**src/pkg/cprs_defines.vh**
```
// Constants for the processor programmer register set.
// Assumes inclusion by bare name from the register set design files.
`ifndef CPRS_DEFINES_VH
`define CPRS_DEFINES_VH

// ---------------------------------------------------------------
// Stack
// ---------------------------------------------------------------
`define CPRS_SP_BITS        6
`define CPRS_SP_RESET       6'h3f
`define CPRS_SP_PAGE        10'h003
`define CPRS_STACK_DEPTH    64
`define CPRS_CALL_BYTES     3'h2
`define CPRS_IRQ_BYTES      3'h5

// ---------------------------------------------------------------
// Condition codes
// ---------------------------------------------------------------
`define CPRS_CC_C           0
`define CPRS_CC_Z           1
`define CPRS_CC_N           2
`define CPRS_CC_I           3
`define CPRS_CC_H           4
`define CPRS_CC_UPPER       3'h7

// ---------------------------------------------------------------
// Index modes and stacking order
// ---------------------------------------------------------------
`define CPRS_IDX_NONE       2'h0
`define CPRS_IDX_OFF8       2'h1
`define CPRS_IDX_OFF16      2'h2

`define CPRS_STK_PCL        3'h0
`define CPRS_STK_PCH        3'h1
`define CPRS_STK_X          3'h2
`define CPRS_STK_A          3'h3
`define CPRS_STK_CC         3'h4

`endif

```
**src/rtl/cprs_stack_ptr.v**
```verilog
// Six-bit stack pointer with fixed-page address forming.
// Assumes push and pull strobes never assert together.
`timescale 1ns/1ps
`include "cprs_defines.vh"

module cprs_stack_ptr (
  input  wire        clk_sys,     // Core clock.
  input  wire        nrst,        // Asynchronous reset, active low.
  input  wire        sp_reset,    // Stack top restore instruction.
  input  wire        push,        // One byte pushed.
  input  wire        pull,        // One byte pulled.
  output wire [15:0] stack_addr,  // Address of next free location.
  output wire [5:0]  stack_pointer // Implemented pointer bits.
);

  reg [5:0] sp_reg;
  reg [5:0] sp_next;

  always @* begin
    sp_next = sp_reg;
    if (sp_reset) begin
      sp_next = `CPRS_SP_RESET;                      // [RULE3]
    end else if (push) begin
      sp_next = sp_reg - 6'h01;                      // [RULE4] [RULE1]
    end else if (pull) begin
      sp_next = sp_reg + 6'h01;                      // [RULE4]
    end
  end

  always @(posedge clk_sys or negedge nrst) begin
    if (!nrst) begin
      sp_reg <= `CPRS_SP_RESET;                      // [RULE3]
    end else begin
      sp_reg <= sp_next;
    end
  end

  assign stack_addr    = {`CPRS_SP_PAGE, sp_reg};    // [RULE2]
  assign stack_pointer = sp_reg;

endmodule // cprs_stack_ptr

```
**src/rtl/cprs_regs.v**
```verilog
// Programmer-visible register set of the processor core.
// Assumes the sequencer issues one operation strobe per cycle.
//
// What this block does
// RULE1: Stack pointer has six bits and wraps from lowest to highest stack address.
// RULE2: Stack address is fixed upper ten bits joined with six pointer bits.
// RULE3: Reset and stack top restore instruction load top-of-stack address.
// RULE4: Pointer marks next free byte; push decrements, pull increments.
// RULE5: Call uses two stack bytes, interrupt five; sixty-four locations.
// RULE6: Accumulator is eight bits and keeps its value through reset.
// RULE7: Indexed without offset uses index as low byte, zero high byte.
// RULE8: One-byte offset mode adds index and eight-bit immediate.
// RULE9: Two-byte offset mode adds index and sixteen-bit immediate.
// RULE10: Index register is eight bits, temporary storage, kept through reset.
// RULE11: Program counter is sixteen bits; unimplemented upper bits ignored.
// RULE12: Counter increments per fetch; jumps, branches, interrupts load target.
// RULE13: Condition codes have five bits; upper three read as ones.
// RULE14: Reset changes only the interrupt mask among condition codes.
// RULE15: Result flags update from the outcome of the executed instruction.
// RULE16: Reset sets the mask; clear-mask, wait or a CC byte pulled on return clears it.
// RULE17: Interrupt entry sets the mask after stacking, before vector fetch.
// RULE18: Interrupt stacking order PCL, PCH, X, A, CC; reverse on return.
`timescale 1ns/1ps
`include "cprs_defines.vh"

module cprs_regs #(
  parameter ADDR_BITS = 13                   // Implemented address lines.
) (
  input  wire        clk_sys,                // Core clock.
  input  wire        nrst,                   // Asynchronous reset, active low.
  input  wire        acc_load,               // Load accumulator.
  input  wire [7:0]  acc_data,               // Accumulator load value.
  input  wire        idx_load,               // Load index register.
  input  wire [7:0]  idx_data,               // Index load value.
  input  wire [1:0]  idx_mode,               // Indexed address form.
  input  wire [15:0] idx_offset,             // Immediate offset from instruction.
  input  wire        pc_fetch,               // Instruction or operand fetched.
  input  wire        pc_load,                // Jump, branch or vector load.
  input  wire [15:0] pc_target,              // Non-sequential target.
  input  wire        flags_load,             // Update result flags.
  input  wire [3:0]  flags_data,             // New H,N,Z,C packed as {H,N,Z,C}.
  input  wire        flags_mask,             // Single update enable; all four flags update if set.
  input  wire        stack_top_restore_op,   // Stack top restore instruction.
  input  wire        clear_mask_instruction, // Clear-mask instruction.
  input  wire        wait_op,                // Wait instruction.
  input  wire        set_mask_op,            // Set-mask instruction.
  input  wire        call_start,             // Begin subroutine call stacking.
  input  wire        irq_start,              // Begin interrupt stacking.
  input  wire        rti_start,              // Begin return from interrupt.
  input  wire        rts_start,              // Begin return from subroutine.
  input  wire [7:0]  pull_data,              // Byte read from stack.
  output reg         stack_busy,             // Stacking sequence running.
  output reg         stack_we,               // Write byte to stack this cycle.
  output reg         stack_re,               // Read byte from stack this cycle.
  output wire [15:0] stack_addr,             // Current stack address.
  output reg  [7:0]  push_data,              // Byte to write.
  output reg         vector_fetch,           // Pulse after mask set on entry.
  output wire [15:0] operand_addr,           // Indexed operand address.
  output wire [15:0] fetch_addr,             // Program fetch address.
  output reg  [7:0]  acc,                    // Accumulator.
  output reg  [7:0]  idx,                    // Index register.
  output reg  [15:0] program_counter,        // Program counter.
  output wire [7:0]  condition_flags_reg,    // Condition codes as read.
  output wire [5:0]  stack_pointer           // Stack pointer bits.
);

  // -------------------------------------------------------------
  // Sequencer states
  // -------------------------------------------------------------
  localparam S_IDLE = 2'h0;
  localparam S_PUSH = 2'h1;
  localparam S_PULL = 2'h2;
  localparam S_MASK = 2'h3;

  reg [1:0] state_reg;
  reg [2:0] step_reg;
  reg [2:0] count_reg;
  reg       is_irq_reg;
  reg [3:0] flag_reg;
  reg       mask_reg;
  wire [4:0] cc_reg;
  reg [2:0] cc_rank;
  reg       push;
  reg       pull;

  // Index address forming, shared by both offset modes.
  function [15:0] idx_sum;
    input [7:0]  x;
    input [15:0] off;
    begin
      idx_sum = {8'h00, x} + off;
    end
  endfunction

  assign operand_addr = (idx_mode == `CPRS_IDX_NONE) ? {8'h00, idx} :  // [RULE7]
                        (idx_mode == `CPRS_IDX_OFF8) ?
                        idx_sum(idx, {8'h00, idx_offset[7:0]}) :      // [RULE8]
                        idx_sum(idx, idx_offset);                     // [RULE9]

  assign fetch_addr = {{(16 - ADDR_BITS){1'b0}},
                       program_counter[ADDR_BITS-1:0]};               // [RULE11]

  // Result flags are held as {H,N,Z,C}; the mask sits between H and N.
  assign cc_reg = {flag_reg[3], mask_reg, flag_reg[2:0]};
  assign condition_flags_reg = {`CPRS_CC_UPPER, cc_reg};              // [RULE13]

  // -------------------------------------------------------------
  // Stack pointer
  // -------------------------------------------------------------
  cprs_stack_ptr u_sp (
    .clk_sys       (clk_sys),
    .nrst          (nrst),
    .sp_reset      (stack_top_restore_op),
    .push          (push),
    .pull          (pull),
    .stack_addr    (stack_addr),
    .stack_pointer (stack_pointer)
  );

  // Push order index for interrupts; calls use the first two.
  always @* begin
    push = (state_reg == S_PUSH);
    pull = (state_reg == S_PULL);
    stack_we = push;
    stack_re = pull;
    stack_busy = (state_reg != S_IDLE);
    case (step_reg)                                                   // [RULE18]
      `CPRS_STK_PCL: push_data = program_counter[7:0];
      `CPRS_STK_PCH: push_data = program_counter[15:8];
      `CPRS_STK_X:   push_data = idx;
      `CPRS_STK_A:   push_data = acc;
      default:       push_data = condition_flags_reg;
    endcase
    // Pull order is the reverse of the push order.
    cc_rank = count_reg - 3'h1 - step_reg;                            // [RULE18]
  end

  // -------------------------------------------------------------
  // Stacking sequencer
  // -------------------------------------------------------------
  always @(posedge clk_sys or negedge nrst) begin
    if (!nrst) begin
      state_reg    <= S_IDLE;
      step_reg     <= 3'h0;
      count_reg    <= 3'h0;
      is_irq_reg   <= 1'b0;
      vector_fetch <= 1'b0;
    end else begin
      vector_fetch <= 1'b0;
      case (state_reg)
        S_IDLE: begin
          step_reg <= 3'h0;
          if (irq_start) begin
            state_reg  <= S_PUSH;
            count_reg  <= `CPRS_IRQ_BYTES;                           // [RULE5]
            is_irq_reg <= 1'b1;
          end else if (call_start) begin
            state_reg  <= S_PUSH;
            count_reg  <= `CPRS_CALL_BYTES;                          // [RULE5]
            is_irq_reg <= 1'b0;
          end else if (rti_start) begin
            state_reg  <= S_PULL;
            count_reg  <= `CPRS_IRQ_BYTES;
            is_irq_reg <= 1'b1;
          end else if (rts_start) begin
            state_reg  <= S_PULL;
            count_reg  <= `CPRS_CALL_BYTES;
            is_irq_reg <= 1'b0;
          end
        end
        S_PUSH: begin
          step_reg <= step_reg + 3'h1;
          if (step_reg == count_reg - 3'h1) begin
            state_reg <= is_irq_reg ? S_MASK : S_IDLE;
          end
        end
        S_PULL: begin
          step_reg <= step_reg + 3'h1;
          if (step_reg == count_reg - 3'h1) begin
            state_reg <= S_IDLE;
          end
        end
        default: begin
          vector_fetch <= 1'b1;                                      // [RULE17]
          state_reg    <= S_IDLE;
        end
      endcase
    end
  end

  // -------------------------------------------------------------
  // Accumulator, index and condition codes
  // -------------------------------------------------------------
  // These keep their contents across reset, so they have no reset branch.
  always @(posedge clk_sys) begin
    if (pull && cc_rank == `CPRS_STK_A) begin
      acc <= pull_data;
    end else if (acc_load) begin
      acc <= acc_data;                                               // [RULE6]
    end
    if (pull && cc_rank == `CPRS_STK_X) begin
      idx <= pull_data;
    end else if (idx_load) begin
      idx <= idx_data;                                               // [RULE10]
    end
  end

  always @(posedge clk_sys) begin
    if (pull && cc_rank == `CPRS_STK_CC) begin
      flag_reg <= {pull_data[`CPRS_CC_H], pull_data[`CPRS_CC_N],
                   pull_data[`CPRS_CC_Z], pull_data[`CPRS_CC_C]};
    end else if (flags_load && flags_mask) begin
      flag_reg <= flags_data;                                        // [RULE15]
    end
  end

  // Only the mask bit has a reset branch.
  always @(posedge clk_sys or negedge nrst) begin
    if (!nrst) begin
      mask_reg <= 1'b1;                                              // [RULE14] [RULE16]
    end else if (state_reg == S_MASK || set_mask_op) begin
      mask_reg <= 1'b1;                                              // [RULE17]
    end else if (pull && cc_rank == `CPRS_STK_CC) begin
      mask_reg <= pull_data[`CPRS_CC_I];
    end else if (clear_mask_instruction || wait_op) begin
      mask_reg <= 1'b0;                                              // [RULE16]
    end
  end

  // -------------------------------------------------------------
  // Program counter
  // -------------------------------------------------------------
  always @(posedge clk_sys or negedge nrst) begin
    if (!nrst) begin
      program_counter <= 16'h0000;
    end else if (pull && cc_rank == `CPRS_STK_PCH) begin
      program_counter[15:8] <= pull_data;
    end else if (pull && cc_rank == `CPRS_STK_PCL) begin
      program_counter[7:0] <= pull_data;
    end else if (pc_load) begin
      program_counter <= pc_target;                                  // [RULE12]
    end else if (pc_fetch) begin
      program_counter <= program_counter + 16'h0001;                 // [RULE12] [RULE11]
    end
  end

endmodule // cprs_regs

```
**config.mk**
```make
export PLATFORM = sky130hd
export DESIGN_NAME = cprs_regs
export DESIGN_NICKNAME = d
export VERILOG_FILES = /design/src/rtl/cprs_stack_ptr.v /design/src/rtl/cprs_regs.v
export VERILOG_INCLUDE_DIRS = /design/src /design/src/pkg
export SDC_FILE = /design/constraint.sdc
export NUM_CORES = 1
export LEC_CHECK = 0
export ABC_AREA = 1
export BUFFER_PORTS_ARGS = -buffer_cell sky130_fd_sc_hd__buf_4
export CAP_MARGIN = 20
export CORE_AREA = 2 2 126 128
export CTS_BUF_LIST = sky130_fd_sc_hd__clkbuf_4
export DETAILED_ROUTE_END_ITERATION = 12
export DIE_AREA = 0 0 128 130
export PLACE_DENSITY = 0.6
export SETUP_SLACK_MARGIN = 0.5
export SYNTH_ARGS = -nofsm -noshare
export SYNTH_HDL_FRONTEND = slang
export SYNTH_SLANG_ARGS = --single-unit
```
**constraint.sdc**
```tcl
create_clock -name clk_sys -period 3.1 [get_ports clk_sys]
set_clock_uncertainty 0.2 [all_clocks]
set_input_delay 0 -clock clk_sys [delete_from_list [all_inputs] [get_ports clk_sys]]
set_output_delay 0 -clock clk_sys [all_outputs]
set_load 0.005 [all_outputs]
```
**Word level (Yosys, flattened, before mapping)**

Cells that the tools add are included.

- Flip-flop bits (word level): 53
- Output and inout bits: 106
- Logic and storage cells: 103
- Input port bits: 78

- Bitwise operators: 1
- Muxes and demuxes: 38
- $add $sub $neg: 8
- Reductions and logical operators: 28
- Eq/ne operators: 16

Operator list:

| kind | number |
|---|---|
| two-way mux 16 bit | 4 |
| two-way mux 8 bit | 7 |
| case mux 8 bit (4 select lines) | 1 |
| two-way mux 6 bit | 3 |
| adder 16 x 1 -> 16 bit (second input constant) | 1 |
| adder 8 x 16 -> 16 bit | 1 |
| two-way mux 2 bit | 7 |
| equality test 3 x 2 -> 1 bit (second input constant) | 4 |
| two-way mux 3 bit | 4 |
| nonzero test 3 bit | 4 |
| nonzero test 2 bit | 5 |
| adder 8 x 8 -> 9 bit | 1 |
| two-way mux 1 bit | 8 |
| two-way mux 4 bit | 2 |
| adder 6 x 1 -> 6 bit (second input constant) | 1 |
| equality test 3 x 1 -> 1 bit (second input constant) | 2 |
| logical AND 1 bit | 6 |
| logical NOT 3 bit | 2 |
| case mux 2 bit (3 select lines) | 1 |
| case mux 3 bit (2 select lines) | 1 |
| AND reduction 2 bit | 3 |
| subtractor 6 x 1 -> 6 bit (second input constant) | 1 |
| inequality test 5 bit (second input constant) | 1 |
| equality test 2 x 1 -> 1 bit (second input constant) | 2 |
| other kinds (15) | 19 |

**Depth between registers and ports, before layout**

Gate-level depths: netlist (run 1).

- Depth after elaboration: 6
- Gate-level depth with buffers: 14
- Depth with buffers taken out: 13

**Modules after synthesis**

Synthesis (run 1) repeated with hierarchy kept, for this count alone.

- Cells, all modules: 702
- Area total of the unflattened synthesis: 4,725.8 sq um

Modules (own cells, without submodules):

| module | cells an instance | times used | area an instance (sq um) |
|---|---|---|---|
| cprs_regs | 625 | 1 | 4,134.0 |
| cprs_stack_ptr | 77 | 1 | 591.8 |

**Worst setup path after synthesis (run 1)**

OpenSTA, ideal clock, no wires.

- Kind: register to register
- From: register, netlist name is_irq_reg
- To: register flag_reg[0] (enable)
- Setup slack: 0.580 ns
- Buffers on the path: 1
- Stages on the path, launching flop included: 10
- Required time: 2.593 ns
- Period minus slack after synthesis: 2.520 ns
- Data arrival time: 2.013 ns
- Path through: dfrtp_1 > inv_1 > ha_1 > inv_1 > fa_1 > nand2_1 > nor2_1 > nand2_1 > clkbuf_1 > nand2_1

RTL lines:

| item | RTL line | source |
|---|---|---|
| end signal: assignment | cprs_regs.v:210 | `` flag_reg <= {pull_data[`CPRS_CC_H], pull_data[`CPRS_CC_N], `` |
| end signal: assignment | cprs_regs.v:213 | `flag_reg <= flags_data;` |
| end: declaration | cprs_regs.v:79 | `reg [3:0] flag_reg;` |

**Worst setup path in the final report (run 1)**

- From: register count_reg[1]
- To: register flag_reg[2] (enable)

- Cells in the longest elaborated chain, start to end: 5

RTL lines:

| item | RTL line | source |
|---|---|---|
| start: declaration | cprs_regs.v:77 | `reg [2:0] count_reg;` |
| start signal: assignment | cprs_regs.v:155 | `` count_reg <= `CPRS_IRQ_BYTES; `` |
| start signal: assignment | cprs_regs.v:159 | `` count_reg <= `CPRS_CALL_BYTES; `` |
| start signal: assignment | cprs_regs.v:163 | `` count_reg <= `CPRS_IRQ_BYTES; `` |
| subtractor 3 x 1 -> 3 bit | cprs_regs.v:135 | `cc_rank = count_reg - 3'h1 - step_reg;` |
| subtractor 3 bit | cprs_regs.v:135 |  |
| equality test 3 bit (no line) | - |  |
| logical AND 1 bit (no line) | - |  |
| nonzero test 2 bit (no line) | - |  |

Every way passes these cells.
A chain may end at the register's enable or synchronous reset.

==> results.md, run 1 <==
- Outcome: finished, final reports clean
- Max-Cap Viols: 0
- Worst-skew pair later-pin latency: 380 ps
- Hpwl dp: 12120 microns
- Origin of the critical flop-to-flop path: count_reg[1]
- Clk sinks: 51
- Post-layout min period: 2475 ps
- Standby leakage power: 3.439 nW
- Crit Path Class: reg2reg
- Max reg flops: 16
- DR vias/cell: 4.694
- Largest net degree at the start of global routing: 25
- Vias in the first global route: 4711
- Largest Register: program_counter
- Core area: 15420 sq um
- Die X: 128 microns
- Area occupied by multi-input gates: 2701 sq um
- ANT cells: 0
- Crit-path max cell delay: 600 ps
- Data arrival, critical path: 2380 ps
- Worst reg2reg setup slack: 620 ps
- WP data required: 3010 ps
- Hold endpoint: operand_addr[11]
- Critical R2R Capture: flag_reg[2]
- Reg clk slew, reported paths: 160 ps
- Clock Path Buffers: 2
- Area grow syn2layout: 49.64%
- Power density over the cells: 666.6 nW/um^2
- Register area: 1385 sq um
- Worst Setup End Kind: flip-flop
- DR pass1 iterations: 7
- Hold_sp: idx_offset[11]
- Worst slew pin tran: 749.6 ps
- Hold/Removal Path Class: in2out
- Depth of the CTS H-tree: 2
- Finished Layout Cells: 1080
- Final setup vio count: 0
- Placed insts: 993
- Final #Nets: 993
- Share of cells above drive strength 1: 0.2736
- Unrepaired setup endpoints after global routing: true
- Max Transition Viols Final: 0
- Setup TNS: 0 ps
- Worst path slowest cell: fa_2
- Gate Count Post-Synth: 663
- Sequential share of the synthesized area: 0.3077
- Fin crit share: 0.7985
- Largest registers: program_counter: 16 flops, acc: 8 flops, idx: 8 flops
- PortBufs: 167
- Final Util: 0.4367
- Antenna viol nets, final: 0
- CTS buffer count: 5
- Rows: 46
- Hold Fails Final Rpt: 0
- Placer Congestion: 0.9080
- Hold path depth: 4
- Total global routing overflow: 0
- Die ar.: 16640 sq um
- Vias: 5070
- Crit-path max FO: 11
- Drc violations: 0
- Cells along the critical path: ha_4 -> inv_1 -> fa_2 -> nand2_2 -> nor2_4 -> nand2_2 -> nand2_2
- DRT iter0 DRCs: 274
- Peak VDD IR: 0.0003665 V
- Total Wirelength: 15940 microns
- Most used cell, CP: nand2_2
- Fmax: 404.0 MHz
- Slew margin rel.: 0.4997
- Syn. warnings: 0
- Die Y: 130 microns
- Initial antenna violation count: 0
- Synthesized cell area: 4502 sq um
- CTS tree: done
- Clk root buf: clkbuf_4
- Syn avg cell area: 6.790 sq um
- Distinct cells, synth: 42
- First-pass GRT wire length: 24260 microns
- R2r worst-path depth: 7
- Tot GR Track Use: 0.1855
- Filler cells: 1622
- Initial Utilization: 0.2919
- Wire per inst: 14.76 microns
- Post-synthesis register bit count: 51
- IO Count: 184
- Startpoint types: flip-flop
==> how the worst max path moves through the flow <==
stage            startpoint           to  slack (ps)  cells past startpoint
5_1_grt          is_irq_reg  flag_reg[2]         490                      8
3_3_place_gp     is_irq_reg  flag_reg[2]         400                      8
3_5_place_dp     is_irq_reg  flag_reg[2]         330                      8
6_report       count_reg[1]  flag_reg[2]         620                      7
2_1_floorplan    is_irq_reg  flag_reg[0]         580                      9
4_1_cts        count_reg[1]       idx[6]         490                      9
==> critical path, delay by kind of cell, from the launching register on <==
| family | cells | cell delay (ps) |
|---|---|---|
| fa+ha+maj | 2 | 880 |
| buf+inv | 1 | 50 |
| flops | 1 | 440 |
| simple gates | 4 | 640 |
==> cell usage after synthesis <==
| library cell | count | area (sq um) |
|---|---|---|
| o21ai_2 | 3 | 26.28 |
| o21a_1 | 2 | 15.01 |
| a21o_1 | 4 | 30.03 |
| inv_1 | 64 | 240.2 |
| xnor2_1 | 3 | 26.28 |
| nor3_2 | 1 | 10.01 |
| o21bai_1 | 1 | 7.510 |
| nand2_2 | 6 | 37.54 |
| fa_1 | 3 | 60.06 |
| buf_2 | 4 | 20.02 |
| nand3_1 | 44 | 220.2 |
| a31oi_1 | 3 | 18.77 |
| buf_6 | 1 | 11.26 |
| nand4_1 | 9 | 56.30 |
| dfstp_2 | 7 | 183.9 |
| a221oi_1 | 5 | 43.79 |
| clkbuf_1 | 5 | 18.77 |
| o21ai_1 | 25 | 125.1 |
| a22oi_1 | 1 | 7.510 |
| edfxtp_1 | 20 | 600.6 |
| or2_2 | 9 | 56.30 |
| o211ai_1 | 1 | 7.510 |
| buf_1 | 1 | 3.750 |
| o2111ai_1 | 3 | 26.28 |
| nand2_4 | 1 | 11.26 |
| o22ai_1 | 5 | 31.28 |
| nor2_1 | 71 | 266.5 |
| nand3b_2 | 1 | 11.26 |
| ha_1 | 25 | 312.8 |
| conb_1 | 2 | 7.510 |
| nor3_1 | 4 | 20.02 |
| a21boi_0 | 1 | 7.510 |
| nand3b_1 | 1 | 7.510 |
| nand3_2 | 1 | 10.01 |
| dfrtp_1 | 24 | 600.6 |
| buf_4 | 37 | 277.8 |
| a21oi_1 | 21 | 105.1 |
| xor2_1 | 6 | 52.55 |
| nand2_1 | 210 | 788.3 |
| inv_2 | 7 | 26.28 |
| o21ai_0 | 20 | 100.1 |
| nand4_2 | 1 | 12.51 |
==> metal layers <==
metal | share of wire | track usage | vias to the layer above
met5 | 0 | 0 | -
met4 | 0.024 | 0.05559 | 0
met3 | 0.065 | 0.03239 | 26
met2 | 0.48 | 0.3237 | 178
met1 | 0.43 | 0.2360 | 2318
li1 | - | - | 2548
==> power breakdown <==
| group | switching (W) | internal [W] |
|---|---|---|
| registers | 0.000297 | 0.000934 |
| logic | 0.00157 | 0.00137 |
| clock network | 0.000232 | 0.0000871 |
| total | 0.00209 | 0.00240 |
==> metrics by stage <==
step	power, W	hold slack, ps	setup WS [ps]	area, sq um
final	0.004490	136.1	624.6	6736
after global routing	0.004918	179.6	494.7	6736
after CTS	0.004374	139.7	487.1	6610
after detailed placement	0.003871	-216.2	332.0	5754
after global placement	0.003847	-221.6	403.7	5754
after floorplan	0.002809	-495.6	579.7	4554
==> kinds of logic after synthesis <==
kind of cell | count (synthesis) | share of synthesized area
simple gates | 359 | 0.3349
flops | 51 | 0.3077
fa+ha+maj | 28 | 0.08282
buf+inv | 119 | 0.1329
other cells | 2 | 0.001668
compound gates | 95 | 0.1226
xor+xnor | 9 | 0.01751
==> placed cells by master (no fill, tap or decap), types with 9 or more instances in the layout <==
cell	Yosys	layout
o21ai_1	25	24
a21oi_1	21	21
ha_1	25	23
nand2_1	210	204
nand4_1	9	9
edfxtp_1	20	20
dlygate4sd3_1	0	70
conb_1	2	16
or2_2	9	9
dfrtp_1	24	24
o21ai_0	20	19
inv_1	64	63
nor2_1	71	69
buf_4	37	178
nand3_1	44	44
==> layout make-up <==
class / count / area share
clock buffers: 5 / 0.005572
clock inverters: 3 / 0.002972
inverters: 71 / 0.04142
multi-input cells: 507 / 0.4010
flip-flops and latches: 51 / 0.2056
well taps: 192 / 0.03566
repair buffers: 250 / 0.3070
repair inverters: 1 / 0.0007429
==> repair_timing <==
action,in CTS,in global routing
gates cloned,0,1
resized for setup,14,22
endpoints found under the hold margin,98,0
pin swaps,0,4
hold buffers,72,0
buffers inserted,2,5
setup endpoints to repair,45,54
(Power assumes the default switching activity.)
==> run 2: changes to the inputs <==
--- a/config.mk
+++ b/config.mk
@@ -13,7 +13,7 @@
 export CTS_BUF_LIST = sky130_fd_sc_hd__clkbuf_4
 export DETAILED_ROUTE_END_ITERATION = 12
 export DIE_AREA = 0 0 128 130
-export PLACE_DENSITY = 0.6
+export PLACE_DENSITY = 0.62
 export SETUP_SLACK_MARGIN = 0.5
 export SYNTH_ARGS = -nofsm -noshare
 export SYNTH_HDL_FRONTEND = slang
==> constraint.sdc (replaced) <==
create_clock -name clk_sys -period 2.2 [get_ports clk_sys]
set_clock_uncertainty 0.2 [all_clocks]
set_input_delay 0 -clock clk_sys [delete_from_list [all_inputs] [get_ports clk_sys]]
set_output_delay 0 -clock clk_sys [all_outputs]
set_load 0.005 [all_outputs]
==> run 2 against run 1 <==
The run now ends with negative setup slack left. Worst setup slack got worse by 860 ps. Die area is the same. Core utilization increased by 9.4 points. First-iteration DRC count decreased by 18%. Via count is 4.6% higher. Global-route usage grew 1.0 points. Design area increased by 22%. Non-clock buffer count grew 43. Total power rose by 91%. Clock power up 76%. Wire length up 9.2%. Critical path type is now reg2out. Highest routed layer unchanged.
==> results.md, run 2 (same netlist as run 1, synthesis figures left out) <==
- Outcome: complete, but fails checks
- Failing checks: negative setup slack
- Antenna viol nets, final: 0 (unchanged)
- Commonest non-fill, non-tap cell in the layout: buf_4
- Rows: 46 (unchanged)
- Drc violations: 0 (unchanged)
- CTS buffer count: 5 (unchanged)
- Max reg flops: 16 (unchanged)
- Total Wirelength: 17420 microns (+9.2%)
- Data arrival, critical path: 2230 ps (-150 ps)
- Fin crit share: 1.107
- DRT iter0 DRCs: 224 (-18%)
- Wire per inst: 15.49 microns (+5.0%)
- Unrepaired setup endpoints after global routing: true
- Max-Cap Viols: 0 (unchanged)
- DR vias/cell: 4.717 (+0.48%)
- Hold Fails Final Rpt: 0 (unchanged)
- R2r worst-path depth: 11 (+4)
- Peak VDD IR: 0.0007829 V (+110%)
- Clk root buf: clkbuf_4
- CTS tree: done
- Hold/Removal Path Class: in2out
- Crit-path max FO: 4 (-7)
- Initial Utilization: 0.2919 (unchanged)
- Die ar.: 16640 sq um (unchanged)
- Commonest cells after routing, fill and taps aside: buf_4 (196), nand2_1 (158), dlygate4sd3_1 (65), nor2_1 (59), inv_1 (50)
- DR pass1 iterations: 4 (-3)
- Total global routing overflow: 0 (unchanged)
- Clk sinks: 51 (unchanged)
- ANT cells: 0 (unchanged)
- Total power: 0.008563 W (+91%)
- Crit Path Class: reg2out
- Post-layout min period: 2435 ps
- Die Y: 130 microns (unchanged)
- Final instance area: 8187 sq um (+22%)
- Final setup vio count: 70 (+70)
- Largest net degree at the start of global routing: 25 (unchanged)
- Vias in the first global route: 4933 (+4.7%)
- Startpoint types: flip-flop
- Depth of the CTS H-tree: 2 (unchanged)
- Share of cells above drive strength 1: 0.4657 (+0.1920)
- Clock Path Buffers: 2 (unchanged)
- Largest registers: program_counter: 16 flops, acc: 8 flops, idx: 8 flops
- PortBufs: 167 (unchanged)
- Hpwl dp: 12250 microns (+1.2%)
- Hold path depth: 5 (+1)
- Worst hold margin: 139.7 ps (+3.610 ps)
- Reg clk slew, reported paths: 140 ps (-20 ps)
- Worst-skew pair later-pin latency: 410 ps (+30 ps)
- Largest Register: program_counter
- Power density over the cells: 1046 nW/um^2 (+57%)
- Standby leakage power: 3.885 nW (+13%)
- Max Transition Viols Final: 0 (unchanged)
- IO Count: 184 (unchanged)
- Die X: 128 microns (unchanged)
- WP data required: 2000 ps (-1010 ps)
- Core area: 15420 sq um (unchanged)
- Worst Setup End Kind: primary output
- First-pass GRT wire length: 25350 microns (+4.5%)
- Area grow syn2layout: 81.85%
- Slew margin rel.: 0.4926 (-0.007129)
- Worst Setup Slack, final: -234.8 ps (-859.4 ps)
- Placer Congestion: 0.8166 (-10%)
- Fmax: 410.7 MHz
- Initial antenna violation count: 0 (unchanged)
- Tot GR Track Use: 0.1960 (+0.01045)
- Worst slew pin tran: 760.3 ps (+10.68 ps)
- Final #Nets: 1037 (+4.4%)
- DP Area: 6098 sq um (+6.0%)
- Vias: 5302 (+4.6%)
==> run 2: cell count changes in the layout (fill, tap and decap cells not counted), sizes merged <==
cell / before / now
nand2: 217 / 218
clkinv: 4 / 3
clkinvlp: 2 / 0
bufinv: 0 / 1
dlygate4sd3: 70 / 65
buf: 180 / 228
inv: 69 / 71
==> run 2: worst paths after layout <==
check	end	slack (ps)	from
worst min register to register	u_sp.stack_pointer[2]	360	u_sp.stack_pointer[2]
max in group asynchronous	program_counter[1]	1150	nrst
worst max-delay path	operand_addr[7]	-230	idx[6]
min in group asynchronous	u_sp.stack_pointer[3]	470	nrst
worst min-delay path	operand_addr[11]	140	idx_offset[11]
worst max register to register	program_counter[6]	-200	count_reg[1]
==> run 2: cell type report <==
cell class	count	area, sq um
tap	192	240.2
multi-input combinational	508	3632
clock buffer	5	37.54
inverter	71	309.0
clock inverter	3	38.79
timing repair inverter	1	6.256
sequential	51	1386
fill	1430	7238
timing repair buffer	293	2536
==> run 2: stage by stage <==
| step | setup slack [ps] | cells | setup TNS [ps] | util |
|---|---|---|---|---|
| floorplan | -122.6 | 677 | -3753 | - |
| detailed placement | -198.1 | 1010 | -7458 | 0.3954 |
| global route | -319.3 | 1124 | -13660 | 0.5307 |
| finish | -234.8 | 1124 | -7788 | 0.5307 |
| CTS | -157.5 | 1113 | -7565 | 0.4925 |
| global placement | -163.5 | 1010 | -5739 | 0.3954 |
==> run 2: power by group <==
group	internal, W	switching, W
logic	0.00315	0.00310
registers	0.00132	0.000432
clock network	0.000234	0.000328
total	0.00470	0.00386
==> run 2: critical path, stage by stage (launching register included) <==
cell,delay [ps]
edfxtp_1,480
ha_4,270
a21oi_2,180
o21a_1,200
nand2_4,90
or2_2,290
nand3_1,100
nand2_1,100
buf_4,140
==> run 2: layer usage <==
metal  global-route usage  share of wire
met1               0.2455           0.42
met2               0.3457           0.50
met3              0.04100          0.057
met4              0.04977          0.025
met5                    0              0
==> run 2: repair_timing <==
item,4_1_cts,5_1_grt
hold buffers,66,0
resized for setup,127,116
endpoints found under the setup margin,87,88
pin swaps,45,44
setup buffers,27,10
gates cloned,2,1
hold endpoints to repair,98,0
==> run 3: changes to the inputs <==
--- a/config.mk
+++ b/config.mk
@@ -13,7 +13,7 @@
 export CTS_BUF_LIST = sky130_fd_sc_hd__clkbuf_4
 export DETAILED_ROUTE_END_ITERATION = 12
 export DIE_AREA = 0 0 128 130
-export PLACE_DENSITY = 0.62
+export PLACE_DENSITY = 0.56
 export SETUP_SLACK_MARGIN = 0.5
 export SYNTH_ARGS = -nofsm -noshare
 export SYNTH_HDL_FRONTEND = slang
==> run 3 against run 2 <==
The run still ends with negative setup slack left. Core utilization is 0.62 points lower. Register-to-register slack hardly changed. Total power is 2.8% lower. Worst hold slack worse by 6.7 ps. Wire length is 2.0% higher. Critical endpoint is now acc[6].
==> results.md, run 3 (same netlist as run 1, synthesis figures left out) <==
- Cells along the critical path: ha_4 -> inv_2 -> fa_2 -> buf_4 -> nor3_4 -> nand2_4 -> nand2_8
- Fin crit share: 1.086 (-0.02041)
- Outcome: complete, but fails checks
- Worst-skew pair later-pin latency: 370 ps (-40 ps)
- DRT iter0 DRCs: 233 (+4.0%)
- Initial Utilization: 0.2919 (unchanged)
- Startpoint types: flip-flop
- Slew margin rel.: 0.5188 (+0.02623)
- DR pass1 iterations: 5 (+1)
- Tot GR Track Use: 0.2048 (+0.008756)
- DR vias/cell: 4.771 (+1.1%)
- Top delay family on crit path: adder cells
- Worst slew pin tran: 721.0 ps (-39.30 ps)
- Largest Register: program_counter
- Power density over the cells: 1029 nW/um^2 (-1.7%)
- Setup TNS: -8960 ps (-1173 ps)
- Total global routing overflow: 0 (unchanged)
- Hold Fails Final Rpt: 0 (unchanged)
- Worst Setup End Kind: flip-flop
- Total power: 0.008322 W (-2.8%)
- Depth of the CTS H-tree: 2 (unchanged)
- CTS tree: done
- PortBufs: 167 (unchanged)
- First-pass GRT wire length: 26490 microns (+4.5%)
- DP Worst Slack: -232.2 ps (-34.10 ps)
- Hold_sp: idx_offset[11]
- Unrepaired setup endpoints after global routing: true
- Standby leakage power: 3.913 nW (+0.74%)
- Core area: 15420 sq um (unchanged)
- Area occupied by multi-input gates: 3512 sq um (-3.3%)
- Register area: 1385 sq um (about the same)
- Final Util: 0.5245 (-0.006246)
- Final #Nets: 1045 (+0.77%)
- Largest registers: program_counter: 16 flops, acc: 8 flops, idx: 8 flops
- Placed insts: 1012 (+0.20%)
- Die ar.: 16640 sq um (unchanged)
- IO Count: 184 (unchanged)
- Largest net degree at the start of global routing: 32 (+28%)
- Area grow syn2layout: 79.71%
- CP Launch Point: count_reg[1]
- Max Transition Viols Final: 0 (unchanged)
- Max reg flops: 16 (unchanged)
- Commonest cells after routing, fill and taps aside: buf_4 (200), nand2_1 (166), dlygate4sd3_1 (66), nor2_1 (61), inv_1 (50)
- Final setup vio count: 72 (+2.9%)
- Die X: 128 microns (unchanged)
- Post-layout min period: 2390 ps (-44.91 ps)
- Filler cells: 1505 (+5.2%)
- Max-Cap Viols: 0 (unchanged)
- Data arrival, critical path: 2300 ps (+70 ps)
- Commonest non-fill, non-tap cell in the layout: buf_4
- Reg clk slew, reported paths: 150 ps (about the same)
- Fmax: 418.4 MHz (+1.9%)
- Die Y: 130 microns (unchanged)
- Initial antenna violation count: 0 (unchanged)
- Hold/Removal Path Class: in2out
- Rows: 46 (unchanged)
- Share of cells above drive strength 1: 0.4543 (-0.01141)
- Placer Congestion: 0.8686 (+6.4%)
- Vias in the first global route: 5019 (+1.7%)
- CTS buffer count: 5 (unchanged)
- Peak VDD IR: 0.0006564 V (-16%)
- Worst path slowest cell: fa_2
- ANT cells: 0 (unchanged)
- Clock Path Buffers: 2 (unchanged)
- Finished Layout Cells: 1132 (+0.71%)
- Clk sinks: 51 (unchanged)
- Critical path buffers and inverters: 2 (+1)
- Worst Setup Slack, final: -189.9 ps (+44.91 ps)
- Drc violations: 0 (unchanged)
- Crit-path max cell delay: 480 ps (about the same)
- Crit-path max FO: 8 (+4)
- Wire per inst: 15.70 microns (+1.3%)
- Clk root buf: clkbuf_4
- Vias: 5401 (+1.9%)
- Crit Path Class: reg2reg
- Hpwl dp: 12840 microns (+4.7%)
- Antenna viol nets, final: 0 (unchanged)
- Failing checks: negative setup slack
- WP data required: 2110 ps (+110 ps)
- Total Wirelength: 17770 microns (+2.0%)
- Origin of the critical flop-to-flop path: count_reg[1]
## run 3: final timing paths
| check | end | slack, ps | cells past startpoint |
|---|---|---|---|
| worst max-delay path | acc[6] | -190 | 7 |
| worst min-delay path | operand_addr[11] | 130 | 4 |
| worst max register to register | acc[6] | -190 | 7 |
| worst min register to register | u_sp.stack_pointer[1] | 350 | 2 |
| max in group asynchronous | u_sp.stack_pointer[5] | 1020 | 3 |
| min in group asynchronous | program_counter[6] | 440 | 3 |
## run 3: repair_timing
action                                 CTS  global route
gates resized for setup                149            66
buffers inserted                        31            11
hold buffers                            66             0
setup endpoints to repair               88            89
endpoints found under the hold margin   98             0
pin swaps                               57            32
gates cloned                             3             1
## run 3: layout make-up
type                       count  area share
tap                          192     0.02969
multi-input combinational    509      0.4341
clock buffer                   7    0.006496
sequential                    51      0.1712
clock inverter                 1    0.003712
timing repair inverter         1   0.0007733
timing repair buffer         300      0.3177
inverter                      71     0.03634
## run 3: report_power, final
part / internal [W] / leakage (nW) / switching (W) / total (W)
Clock: 0.000266 / 0.0463 / 0.000313 / 0.000580
Combinational: 0.00302 / 3.31 / 0.00299 / 0.00601
Sequential: 0.00132 / 0.555 / 0.000419 / 0.00173
## run 3: metrics by stage
step | hold slack (ps) | instance area, sq um
floorplan | -495.6 | 4781
CTS | 135.4 | 7702
finish | 133.0 | 8090
global route | 148.2 | 8090
global placement | -226.9 | 6113
detailed placement | -227.9 | 6113
## run 3: metal layers
metal / track usage / up-vias / wire (microns)
li1: - / 2674 / -
met1: 0.2712 / 2531 / 7649
met2: 0.3617 / 173 / 8910
met3: 0.02050 / 23 / 900
met4: 0.04848 / 0 / 310
met5: 0 / - / 0
## run 3: worst min-delay path, stage by stage
cell and delay (ps):
buf_4 100, nor2_1 40, nor2_1 90, buf_4 110
